**src/verilog/pci_burst_pkg.sv**
```systemverilog
package pci_burst_pkg;

   // ****************************************************************
   // Widths
   // ****************************************************************
   localparam int QW_W = 64;
   localparam int BE_W = 8;
   localparam int CNT_W = 8;
   localparam int ADDR_W = 32;
   localparam int LMS_W = 4;
   localparam int CAUSE_W = 2;

   // ****************************************************************
   // Bus codes and reset values
   // ****************************************************************
   localparam logic [3:0] CMD_MEM_WRITE = 4'h7;
   localparam logic [3:0] CBE_ADDR_HI = 4'h0;
   localparam logic [31:0] AD_ADDR_HI = 32'h0000_0000;
   localparam logic [CNT_W-1:0] CNT_ZERO = 8'h00;
   localparam logic [CNT_W-1:0] CNT_ONE = 8'h01;
   localparam logic [QW_W-1:0] QW_RST = 64'h0000_0000_0000_0000;
   localparam logic [BE_W-1:0] BE_RST = 8'hff;

   // ****************************************************************
   // Local status and end cause codes
   // ****************************************************************
   localparam logic [LMS_W-1:0] LMS_IDLE = 4'h0;
   localparam logic [LMS_W-1:0] LMS_ADDR = 4'h1;
   localparam logic [LMS_W-1:0] LMS_DATA = 4'h2;
   localparam logic [LMS_W-1:0] LMS_BUS_TERM = 4'h3;
   localparam logic [CAUSE_W-1:0] CAUSE_NONE = 2'h0;
   localparam logic [CAUSE_W-1:0] CAUSE_NORMAL = 2'h1;
   localparam logic [CAUSE_W-1:0] CAUSE_ABNORMAL = 2'h2;

   typedef enum logic [3:0] {
      ST_IDLE = 4'b0001,
      ST_ADDR = 4'b0010,
      ST_DATA = 4'b0100,
      ST_TURN = 4'b1000
   } burst_state_t;

endpackage

```
**src/verilog/qw_if.sv**
```systemverilog
interface qw_if;
   import pci_burst_pkg::*;

   logic load;
   logic take;
   logic valid;
   logic [QW_W-1:0] inData;
   logic [BE_W-1:0] inBe;
   logic [QW_W-1:0] outData;
   logic [BE_W-1:0] outBe;

   modport stage (
      input load,
      input take,
      input inData,
      input inBe,
      output valid,
      output outData,
      output outBe
   );

   modport user (
      output load,
      output take,
      output inData,
      output inBe,
      input valid,
      input outData,
      input outBe
   );
endinterface

```
**src/verilog/qw_stage.sv**
```systemverilog
module qw_stage (
   input wire logic clk,
   input wire logic rstN,
   input wire logic clkEn,
   qw_if.stage q
);
   import pci_burst_pkg::*;

   logic valid_ff;
   logic [QW_W-1:0] data_ff;
   logic [BE_W-1:0] be_ff;
   logic nxt_valid;

   // ****************************************************************
   // Holding stage
   // ****************************************************************
   // A load in the same cycle as a take refills the stage.
   assign nxt_valid = q.load | (valid_ff & ~q.take);

   always_ff @(posedge clk or negedge rstN) begin
      if (!rstN) begin
         valid_ff <= 1'b0;
         data_ff <= QW_RST;
         be_ff <= BE_RST;
      end else if (clkEn) begin
         valid_ff <= nxt_valid;
         if (q.load) begin
            data_ff <= q.inData;
            be_ff <= q.inBe;
         end
      end
   end

   assign q.valid = valid_ff;
   assign q.outData = data_ff;
   assign q.outBe = be_ff;
endmodule

```
**src/verilog/pci_master_burst_write_64.sv**
```systemverilog
module pci_master_burst_write_64 (
   input wire logic clk,
   input wire logic rst_n,
   input wire logic clkEn,
   input wire logic startReq,
   input wire logic [pci_burst_pkg::CNT_W-1:0] burstLen,
   input wire logic [pci_burst_pkg::ADDR_W-1:0] startAddr,
   input wire logic [pci_burst_pkg::QW_W-1:0] localDataIn,
   input wire logic [pci_burst_pkg::BE_W-1:0] localByteEnableInput,
   input wire logic localSrcReady,
   input wire logic gntN,
   input wire logic devselN,
   input wire logic trdyN,
   input wire logic ack64N,
   output logic lowHalfXferStrobe,
   output logic highHalfXferStrobe,
   output logic [pci_burst_pkg::CNT_W-1:0] remainingBurstCount,
   output logic wideTransferFlag,
   output logic localBusGrant,
   output logic [pci_burst_pkg::LMS_W-1:0] localMasterState,
   output logic [pci_burst_pkg::CAUSE_W-1:0] endCauseCode,
   output logic frameNOut,
   output logic frameOe,
   output logic irdyNOut,
   output logic irdyOe,
   output logic req64NOut,
   output logic req64Oe,
   output logic [pci_burst_pkg::QW_W-1:0] adOut,
   output logic adOe,
   output logic [pci_burst_pkg::BE_W-1:0] cbeOut,
   output logic cbeOe
);
   import pci_burst_pkg::*;

   // ****************************************************************
   // Reset release
   // ****************************************************************
   logic rstSync1_ff;
   logic rstSync2_ff;
   logic rstN;

   always_ff @(posedge clk or negedge rst_n) begin
      if (!rst_n) begin
         rstSync1_ff <= 1'b0;
         rstSync2_ff <= 1'b0;
      end else if (clkEn) begin
         rstSync1_ff <= 1'b1;
         rstSync2_ff <= rstSync1_ff;
      end
   end

   assign rstN = rstSync2_ff;

   // ****************************************************************
   // Declarations
   // ****************************************************************
   burst_state_t state_ff;
   burst_state_t nxt_state;
   logic [CNT_W-1:0] count_ff;
   logic [CNT_W-1:0] nxt_count;
   logic [CNT_W-1:0] fetchLeft_ff;
   logic [CNT_W-1:0] nxt_fetchLeft;
   logic [CNT_W-1:0] phasesAfter;
   logic strobe_ff;
   logic strobeHi_ff;
   logic nxt_strobe;
   logic adValid_ff;
   logic nxt_adValid;
   logic firstSeen_ff;
   logic nxt_firstSeen;
   logic frameN_ff;
   logic nxt_frameN;
   logic frameOe_ff;
   logic irdyN_ff;
   logic nxt_irdyN;
   logic irdyOe_ff;
   logic req64N_ff;
   logic req64Oe_ff;
   logic [QW_W-1:0] ad_ff;
   logic [QW_W-1:0] nxt_ad;
   logic adOe_ff;
   logic [BE_W-1:0] cbe_ff;
   logic [BE_W-1:0] nxt_cbe;
   logic cbeOe_ff;
   logic wide_ff;
   logic grant_ff;
   logic [LMS_W-1:0] lms_ff;
   logic [LMS_W-1:0] nxt_lms;
   logic [CAUSE_W-1:0] cause_ff;
   logic [CAUSE_W-1:0] nxt_cause;

   logic inIdle;
   logic inAddr;
   logic inData;
   logic inTurn;
   logic startOk;
   logic completed;
   logic lastDone;
   logic adFree;
   logic takeBuf;
   logic devselOk;
   logic irdyOn;
   logic frameOff;
   logic goingData;
   logic bothReady;

   qw_if buf_if ();

   qw_stage u_stage (
      .clk(clk),
      .rstN(rstN),
      .clkEn(clkEn),
      .q(buf_if.stage)
   );

   // ****************************************************************
   // Decode
   // ****************************************************************
   assign inIdle = (state_ff == ST_IDLE);
   assign inAddr = (state_ff == ST_ADDR);
   assign inData = (state_ff == ST_DATA);
   assign inTurn = (state_ff == ST_TURN);
   assign startOk = inIdle & startReq & ~gntN & (burstLen != CNT_ZERO);
   assign bothReady = ~irdyN_ff & ~trdyN;
   assign completed = inData & bothReady;
   assign lastDone = completed & (count_ff == CNT_ONE);
   assign adFree = ~adValid_ff | completed;
   assign takeBuf = inData & adFree & buf_if.valid & ~lastDone;
   assign nxt_adValid = takeBuf | (adValid_ff & ~completed);
   assign devselOk = ~devselN & localSrcReady;
   assign nxt_firstSeen = inData & (firstSeen_ff | (irdyOn & devselOk));
   assign phasesAfter = completed ? count_ff - CNT_ONE : count_ff;
   assign goingData = (nxt_state == ST_DATA);

   // Once the first phase is under way the select is known, so later
   // phases only wait for a loaded quadword.
   assign irdyOn = inData & ~lastDone & nxt_adValid
      & (firstSeen_ff | devselOk);
   assign frameOff = irdyOn & (phasesAfter == CNT_ONE);

   // The local data is captured at the edge that closes a strobe
   // cycle; the master keeps it steady until then.
   assign buf_if.load = strobe_ff;
   assign buf_if.take = takeBuf;
   assign buf_if.inData = localDataIn;
   assign buf_if.inBe = localByteEnableInput;

   // Only one quadword is in flight toward the stage at a time, which
   // halves the fetch rate but never overruns it.
   assign nxt_strobe = goingData & ~lastDone & ~frameOff & ~strobe_ff
      & (fetchLeft_ff != CNT_ZERO) & localSrcReady
      & (~buf_if.valid | takeBuf);

   // ****************************************************************
   // Sequencing
   // ****************************************************************
   always_comb begin
      nxt_state = state_ff;
      case (state_ff)
         ST_IDLE: begin
            if (startOk) begin
               nxt_state = ST_ADDR;
            end
         end
         ST_ADDR: begin
            nxt_state = ST_DATA;
         end
         ST_DATA: begin
            if (lastDone) begin
               nxt_state = ST_TURN;
            end
         end
         ST_TURN: begin
            nxt_state = ST_IDLE;
         end
         default: begin
            nxt_state = ST_IDLE;
         end
      endcase
   end

   assign nxt_count = startOk ? burstLen
      : (inData & lastDone) ? CNT_ZERO
      : completed ? count_ff - CNT_ONE
      : count_ff;
   assign nxt_fetchLeft = startOk ? burstLen
      : strobe_ff ? fetchLeft_ff - CNT_ONE
      : fetchLeft_ff;

   assign nxt_frameN = inAddr ? 1'b0
      : inData ? (frameN_ff | frameOff | lastDone)
      : 1'b1;
   assign nxt_irdyN = ~irdyOn;

   assign nxt_ad = startOk ? {AD_ADDR_HI, startAddr}
      : takeBuf ? buf_if.outData
      : ad_ff;
   assign nxt_cbe = startOk ? {CBE_ADDR_HI, CMD_MEM_WRITE}
      : takeBuf ? buf_if.outBe
      : cbe_ff;

   assign nxt_lms = (nxt_state == ST_ADDR) ? LMS_ADDR
      : goingData ? LMS_DATA
      : (nxt_state == ST_TURN) ? LMS_BUS_TERM
      : LMS_IDLE;
   assign nxt_cause = lastDone ? (bothReady ? CAUSE_NORMAL
      : CAUSE_ABNORMAL)
      : startOk ? CAUSE_NONE
      : cause_ff;

   // ****************************************************************
   // State registers
   // ****************************************************************
   always_ff @(posedge clk or negedge rstN) begin
      if (!rstN) begin
         state_ff <= ST_IDLE;
         count_ff <= CNT_ZERO;
         fetchLeft_ff <= CNT_ZERO;
         adValid_ff <= 1'b0;
         firstSeen_ff <= 1'b0;
      end else if (clkEn) begin
         state_ff <= nxt_state;
         count_ff <= nxt_count;
         fetchLeft_ff <= nxt_fetchLeft;
         adValid_ff <= nxt_adValid & goingData;
         firstSeen_ff <= nxt_firstSeen;
      end
   end

   // ****************************************************************
   // Bus drive registers
   // ****************************************************************
   always_ff @(posedge clk or negedge rstN) begin
      if (!rstN) begin
         frameN_ff <= 1'b1;
         frameOe_ff <= 1'b0;
         irdyN_ff <= 1'b1;
         irdyOe_ff <= 1'b0;
         req64N_ff <= 1'b1;
         req64Oe_ff <= 1'b0;
      end else if (clkEn) begin
         frameN_ff <= nxt_frameN;
         frameOe_ff <= goingData | (nxt_state == ST_ADDR);
         irdyN_ff <= nxt_irdyN;
         irdyOe_ff <= goingData | (nxt_state == ST_TURN);
         req64N_ff <= nxt_frameN;
         req64Oe_ff <= goingData | (nxt_state == ST_ADDR);
      end
   end

   always_ff @(posedge clk or negedge rstN) begin
      if (!rstN) begin
         ad_ff <= QW_RST;
         adOe_ff <= 1'b0;
         cbe_ff <= BE_RST;
         cbeOe_ff <= 1'b0;
      end else if (clkEn) begin
         ad_ff <= nxt_ad;
         adOe_ff <= goingData | (nxt_state == ST_ADDR);
         cbe_ff <= nxt_cbe;
         cbeOe_ff <= goingData | (nxt_state == ST_ADDR);
      end
   end

   // ****************************************************************
   // Local side registers
   // ****************************************************************
   always_ff @(posedge clk or negedge rstN) begin
      if (!rstN) begin
         strobe_ff <= 1'b0;
         strobeHi_ff <= 1'b0;
         wide_ff <= 1'b0;
         grant_ff <= 1'b0;
         lms_ff <= LMS_IDLE;
         cause_ff <= CAUSE_NONE;
      end else if (clkEn) begin
         strobe_ff <= nxt_strobe;
         strobeHi_ff <= nxt_strobe;
         wide_ff <= goingData & ~ack64N;
         grant_ff <= ~gntN;
         lms_ff <= nxt_lms;
         cause_ff <= nxt_cause;
      end
   end

   // ****************************************************************
   // Outputs
   // ****************************************************************
   assign lowHalfXferStrobe = strobe_ff;
   assign highHalfXferStrobe = strobeHi_ff;
   assign remainingBurstCount = count_ff;
   assign wideTransferFlag = wide_ff;
   assign localBusGrant = grant_ff;
   assign localMasterState = lms_ff;
   assign endCauseCode = cause_ff;
   assign frameNOut = frameN_ff;
   assign frameOe = frameOe_ff;
   assign irdyNOut = irdyN_ff;
   assign irdyOe = irdyOe_ff;
   assign req64NOut = req64N_ff;
   assign req64Oe = req64Oe_ff;
   assign adOut = ad_ff;
   assign adOe = adOe_ff;
   assign cbeOut = cbe_ff;
   assign cbeOe = cbeOe_ff;
endmodule

```
**config.mk**
```make
export PLATFORM = sky130hd
export DESIGN_NAME = pci_master_burst_write_64
export DESIGN_NICKNAME = d
export VERILOG_FILES = /design/src/verilog/pci_burst_pkg.sv /design/src/verilog/qw_if.sv /design/src/verilog/qw_stage.sv /design/src/verilog/pci_master_burst_write_64.sv
export SDC_FILE = /design/constraint.sdc
export NUM_CORES = 1
export LEC_CHECK = 0
export ABC_AREA = 0
export BUFFER_PORTS_ARGS = -buffer_cell sky130_fd_sc_hd__buf_2
export CORE_MARGIN = 2
export CORE_UTILIZATION = 47
export CTS_BUF_LIST = sky130_fd_sc_hd__clkbuf_16
export DETAILED_ROUTE_END_ITERATION = 7
export GPL_TIMING_DRIVEN = 0
export PLACE_DENSITY_LB_ADDON = 0.15
export SYNTH_ARGS = -nofsm -noshare
export SYNTH_HDL_FRONTEND = slang
export SYNTH_SLANG_ARGS = --single-unit
export TNS_END_PERCENT = 1
```
**constraint.sdc**
```tcl
create_clock -name clk -period 5.4 [get_ports clk]
set_input_delay 0 -clock clk [delete_from_list [all_inputs] [get_ports clk]]
set_output_delay 0 -clock clk [all_outputs]
set_load 0.02 [all_outputs]
```
==> results.yml, run 1 <==
status:
  outcome: "finished clean"
route:
  wl_per_cell_um: 16.7
  drtAntennaViolNets: 0
  vias: 6721
  drt_pre_antenna_iters: 5
  route.detailed.drc: 0
  wl_mm: 21.4
  routed_via_density: 5.25
  drt_iter0_markers: 420
sta:
  fin_crit_sh: 0.546
  rsz0062_at_grt: "false"
  max_freq_mhz: 339
  tns_ns: 0
  setup_viol: 0
  worst_slew_pin_slew_ns: 0.830
  slew_violations: 0
  clock_skew_ns: 0.00833
  worst_slack_ns: 2.45
  slew_headroom: 0.439
  holdWs_ns: 0.0407
  final.min_clock_period_ns: 2.95
  hold_viol: 0
critical_path:
  setup.worst_path.start_class: "flop"
  crit_arrival_ns: 3.26
  r2r_end: "remainingBurstCount[1]$_DFFE_PN0P_"
  reg2reg_slack_ns: 2.45
  r2r-start: "state_ff[0]$_DFFE_PN1P_"
  cp_max_fo: 10
  reg2reg_depth: 7
  path_class: "reg2reg"
  endpoint_kind: "flop"
  cp_data_required_time_ns: 5.71
clock_network:
  ctsResizeCount: 0
  cts_tree: "built"
  cts_buffers: 17
  htree_levels: 4
  clock_latency_ns: 0.42
  clock_sinks: 180
  clk_pin_slew_worst_paths_ns: 0.07
  clock_path_buffers: 2
  cts-root-buf: "clkbuf_16"
  cts_setup_buffers: 0
run:
  drv_cap: 0
synth:
  synth.distinct_cells: 58
  yosysTopAreaCell: "dfrtp_1"
  synthCells: 696
  synth_edf_count: 0
  synth_seq_cells: 180
  netlist.area_leader.share: 0.527
  async_reset_ff_frac: 1.00
  yosysSeqAreaShare: 0.592
  yosysWarnings: 0
  synth_area_um2: 7640
  synth.avg_cell_area_um2: 11.0
  synth_area_leaders: "dfrtp_1, mux2_2, dfstp_2, nand2_1, nand3_1"
  synth_flop_cell: "dfrtp_1"
floorplan:
  die_w_um: 132
  chipHeight_um: 132
  io_pins: 219
  start_util: 0.481
  placementRows: 46
  die_area_um2: 17300
  core_area_um2: 15900
global_routing:
  antenna_found_initial: 0
  grt_pass1_wl_mm: 34.7
  grt_pass1_vias: 6931
  grt_max_degree: 67
  grt-ovfl-total: 0
  grtUsageTotal: 0.251
min_path:
  hold_end: "lowHalfXferStrobe$_DFFE_PN0P_"
  holdPathStages: 4
  hp-start: "localSrcReady"
  hold_class: "in2reg"
power_and_ir_drop:
  cellLeakagePower_nw: 5.23
  cellPowerDensity_nw_per_um2: 435
  peakVddDrop_mv: 0.260
  finalPower_mw: 4.70
layout:
  n_antenna_cell: 0
  area_growth_pct: 41.5
  drive_gt1_frac: 0.348
  nNetsFinal: 1177
  n_fill_cell: 1248
placement:
  routabilityCongestion: 0.900
  io_buffers: 216
  dp_hpwl_mm: 13.9
  pre_cts_slack_ns: 2.66
-- cell type report --
cell class / instances / area [um^2] / share of cell area
Multi-Input combinational cell: 455 / 2840 / 0.263
Sequential cell: 180 / 4530 / 0.419
Inverter: 11 / 41.3 / 0.00382
Timing Repair Buffer: 336 / 2320 / 0.214
Clock inverter: 15 / 153 / 0.0141
Clock buffer: 17 / 425 / 0.0393
Tap cell: 216 / 270 / 0.0250
Buffer: 51 / 235 / 0.0217
-- critical path: stages, from the launching register on --
cell and delay, ns:
dfstp_2 0.57, nand4bb_1 0.23, a211oi_1 0.66, buf_2 0.34, o21ai_0 0.17, a22oi_1 0.22
o31ai_1 0.09, dlygate4sd3_1 0.55
-- sequential cells by signal, summed over array words and instances, names as in the netlist, 2 cells and up --
| register | cells |
|---|---|
| adOut | 64 |
| u_stage.q.outData | 64 |
| cbeOut | 8 |
| fetchLeft_ff | 8 |
| remainingBurstCount | 8 |
| u_stage.q.outBe | 8 |
| state_ff | 4 |
| endCauseCode | 2 |
| localMasterState | 2 |
-- report_power, final --
part           internal, mW  switching [mW]  total (mW)
Sequential             1.86           0.278        2.14
Combinational         0.604           0.731        1.34
Clock                 0.685           0.541        1.23
Total                  3.15            1.55        4.70
-- per-stage QoR --
stage | instance area [um^2] | instances | util
after CTS | 10800 | 1281 | 0.681
after global placement | 9000 | 1129 | 0.567
after detailed placement | 9060 | 1131 | 0.570
after global routing | 10800 | 1281 | 0.681
final | 10800 | 1281 | 0.681
after floorplan | 7650 | 697 | -
-- how the worst max path moves through the flow --
stage / start / end / depth (start not counted)
3_5_place_dp: state_ff[0]$_DFFE_PN1P_ / adOut[27]$_DFFE_PN0P_ / 6
5_1_grt: state_ff[2]$_DFFE_PN0P_ / remainingBurstCount[1]$_DFFE_PN0P_ / 7
2_1_floorplan: rstN$_DFFE_PN0P_ / adOut[0]$_DFFE_PN0P_ / 0
6_report: state_ff[0]$_DFFE_PN1P_ / remainingBurstCount[1]$_DFFE_PN0P_ / 7
4_1_cts: state_ff[0]$_DFFE_PN1P_ / remainingBurstCount[1]$_DFFE_PN0P_ / 7
3_3_place_gp: rstN$_DFFE_PN0P_ / u_stage.q.outData[18]$_DFFE_PN0P_ / 0
-- cells by family (layout without fill, tap and decap cells) --
logic type               Yosys count  after routing  share of synthesized area
AO/OA/AOI/OAI                    103            103                     0.0895
XOR/XNOR                           2              2                    0.00229
adder cells (fa/ha/maj)            4              4                    0.00655
buffers and inverters             62            430                     0.0362
flip-flops                       180            180                      0.592
multiplexers                      73             73                      0.108
other                              1              2                   0.000491
AND/OR/NAND/NOR                  271            271                      0.165
-- cells in the final DEF, fill, tap and decap left out, drive strengths merged, types with 3 or more instances in the layout --
master       synthesis  layout
or4b                 4       4
a31oi                4       4
nand4                3       3
dfrtp              161     161
clkbuf              29      46
inv                 10      15
o22ai               32      32
o31ai                3       3
nor4                 4       4
or2                  4       4
nand3               42      42
a22o                 3       3
clkinvlp             0       3
a21oi               13      13
or3                  4       4
and2                 3       3
nor3                40      40
mux2                73      73
o21ai               24      24
clkinv               1       6
nand2              101     101
dfstp               19      19
ha                   4       4
o2bb2ai              3       3
buf                 22     240
nor2                52      52
dlygate4sd3          0     118
o211a                3       3
-- Yosys cell counts, drive strengths merged, types with 10 or more instances --
cell type / number
nand3: 42
nor3: 40
o22ai: 32
a21oi: 13
mux2: 73
buf: 22
dfstp: 19
nor2: 52
inv: 10
clkbuf: 29
nand2: 101
dfrtp: 161
o21ai: 24
-- layer usage --
layer	GRT usage	share of wire	wire (um)	vias to the layer above
met4	0.115	0.032	694	0
met3	0.0625	0.059	1270	52
li1	-	-	-	3161
met5	0	0	0	-
met2	0.416	0.49	10500	232
met1	0.309	0.42	8900	3276
-- timing repair --
item | CTS | global route
endpoints found under the setup margin | 0 | 0
hold buffers | 118 | 0
endpoints found under the hold margin | 125 | 0
(Power assumes the default switching activity.)
==> run 2, diff against run 1 <==
Clock period 5.4 ns to 2.7 ns, I/O delays scaled along.
==> results.yml, run 2 (same netlist as run 1, synthesis figures left out) <==
placement:
  routabilityCongestion: 0.872
  io_buffers: 216
  pre_cts_slack_ns: -0.00846
  dp_hpwl_mm: 14.2
clock_network:
  htree_levels: 4
  cts-root-buf: "clkbuf_16"
  clock_latency_ns: 0.42
  clk_pin_slew_worst_paths_ns: 0.07
  clock_path_buffers: 2
  cts_tree: "built"
  cts_buffers: 17
  clock_sinks: 180
critical_path:
  cp_data_required_time_ns: 3.00
  cp-startpoint: "state_ff[1]$_DFFE_PN0P_"
  endpoint: "adOut[21]$_DFFE_PN0P_"
  r2r_end: "adOut[21]$_DFFE_PN0P_"
  crit_arrival_ns: 2.89
  cp_max_fo: 10
  setup.worst_path.start_class: "flop"
  r2r-start: "state_ff[1]$_DFFE_PN0P_"
  endpoint_kind: "flop"
  path_class: "reg2reg"
  reg2reg_depth: 7
  reg2reg_slack_ns: 0.11
global_routing:
  grt_max_degree: 70
  grt_pass1_vias: 7156
  grt-ovfl-total: 0
  antenna_found_initial: 0
  grtUsageTotal: 0.256
  grt_pass1_wl_mm: 35.5
route:
  routed_via_density: 5.24
  drt_pre_antenna_iters: 4
  drt_iter0_markers: 329
  route.detailed.drc: 0
  drtAntennaViolNets: 0
  wl_mm: 21.9
  vias: 6730
  wl_per_cell_um: 17.0
floorplan:
  io_pins: 219
  die_w_um: 132
  start_util: 0.481
  placementRows: 46
  chipHeight_um: 132
  core_area_um2: 15900
  die_area_um2: 17300
sta:
  setup_viol: 0
  max_freq_mhz: 386
  fin_crit_sh: 0.960
  hold_viol: 0
  worst_slack_ns: 0.107
  clock_skew_ns: 0.00752
  slew_violations: 0
  worst_slew_pin_slew_ns: 0.773
  slew_headroom: 0.481
  rsz0062_at_grt: "false"
  final.min_clock_period_ns: 2.59
power_and_ir_drop:
  switching_share: 0.331
  finalPower_mw: 9.27
  power_frac_comb: 0.290
  intPower_mw: 6.20
  cellPowerDensity_nw_per_um2: 856
  power.switching_mw: 3.07
  cellLeakagePower_nw: 5.25
  clkPwrFrac: 0.248
  peakVddDrop_mv: 0.557
  seq_power_share: 0.462
layout:
  layout_commonest_cell: "buf_2"
  n_antenna_cell: 0
  area_growth_pct: 41.7
  final_cell_mix: "buf_2, dfrtp_1, dlygate4sd3_1, nand2_1, mux2_2"
  nNetsFinal: 1180
  n_fill_cell: 1255
  drive_gt1_frac: 0.350
min_path:
  hold_class: "in2reg"
  holdPathStages: 4
status:
  outcome: "finished clean"
run:
  drv_cap: 0
-- run 2: changes by cell type in the layout (fill, tap and decap cells not counted), sizes merged --
cell / delta
buf: +3
bufinv: -1
clkinv: +2
clkinvlp: -2
inv: +1
-- run 2: repair_timing --
action / CTS / global route
pin swaps: 0 / 1
cloned: 0 / 0
resized for setup: 1 / 3
endpoints found under the hold margin: 125 / 0
setup buffers: 0 / 3
endpoints found under the setup margin: 10 / 33
hold buffers: 118 / 0
-- run 2: area by class of cell --
type	count	area, um^2	area share
Timing Repair Buffer	339	2340	0.216
Tap cell	216	270	0.0250
Inverter	11	41.3	0.00381
Clock buffer	17	425	0.0393
Multi-Input combinational cell	455	2870	0.265
Sequential cell	180	4530	0.418
Clock inverter	15	116	0.0107
Buffer	51	235	0.0217
-- run 2: worst max-delay path, cell delays in order, from the launching register on --
cell and delay [ns]:
dfrtp_1 0.45, or4b_1 0.51, buf_2 0.18, o21ai_1 0.33, nand4_4 0.30, clkbuf_1 0.36
o22ai_1 0.26, nor2_1 0.08
-- run 2: power by group through the flow --
stage / logic [mW] / clock network, mW / registers, mW
floorplan: 1.14 / 0 / 4.76
global placement: 2.48 / 0 / 4.27
detailed placement: 2.52 / 0 / 4.30
CTS: 2.67 / 2.35 / 4.26
global route: 2.92 / 2.46 / 4.40
finish: 2.69 / 2.30 / 4.28
-- run 2: worst min path at each step --
stage	startpoint	slack, ns	endpoint
after floorplan	rst_n	-0.30	rstSync1_ff$_DFFE_PN0P_
after global placement	rst_n	-0.21	rstN$_DFFE_PN0P_
after detailed placement	rst_n	-0.21	rstN$_DFFE_PN0P_
after CTS	localSrcReady	0.03	lowHalfXferStrobe$_DFFE_PN0P_
after global routing	localSrcReady	0.05	lowHalfXferStrobe$_DFFE_PN0P_
final	localSrcReady	0.06	lowHalfXferStrobe$_DFFE_PN0P_
-- run 2: metal layers --
metal | global-route usage | routed length [um]
met1 | 0.310 | 8850
met2 | 0.432 | 11100
met3 | 0.0590 | 1230
met4 | 0.121 | 702
met5 | 0 | 0
-- run 2: stage by stage --
step | util | TNS (ns) | instance area (um^2) | hold WS, ns | std cells
3_3_place_gp | 0.567 | 0 | 9000 | -0.210 | 1129
2_1_floorplan | - | 0 | 7650 | -0.296 | 697
3_5_place_dp | 0.570 | -0.0136 | 9060 | -0.207 | 1131
5_1_grt | 0.682 | 0 | 10800 | 0.0507 | 1284
4_1_cts | 0.679 | 0 | 10800 | 0.0319 | 1281
6_report | 0.682 | 0 | 10800 | 0.0560 | 1284
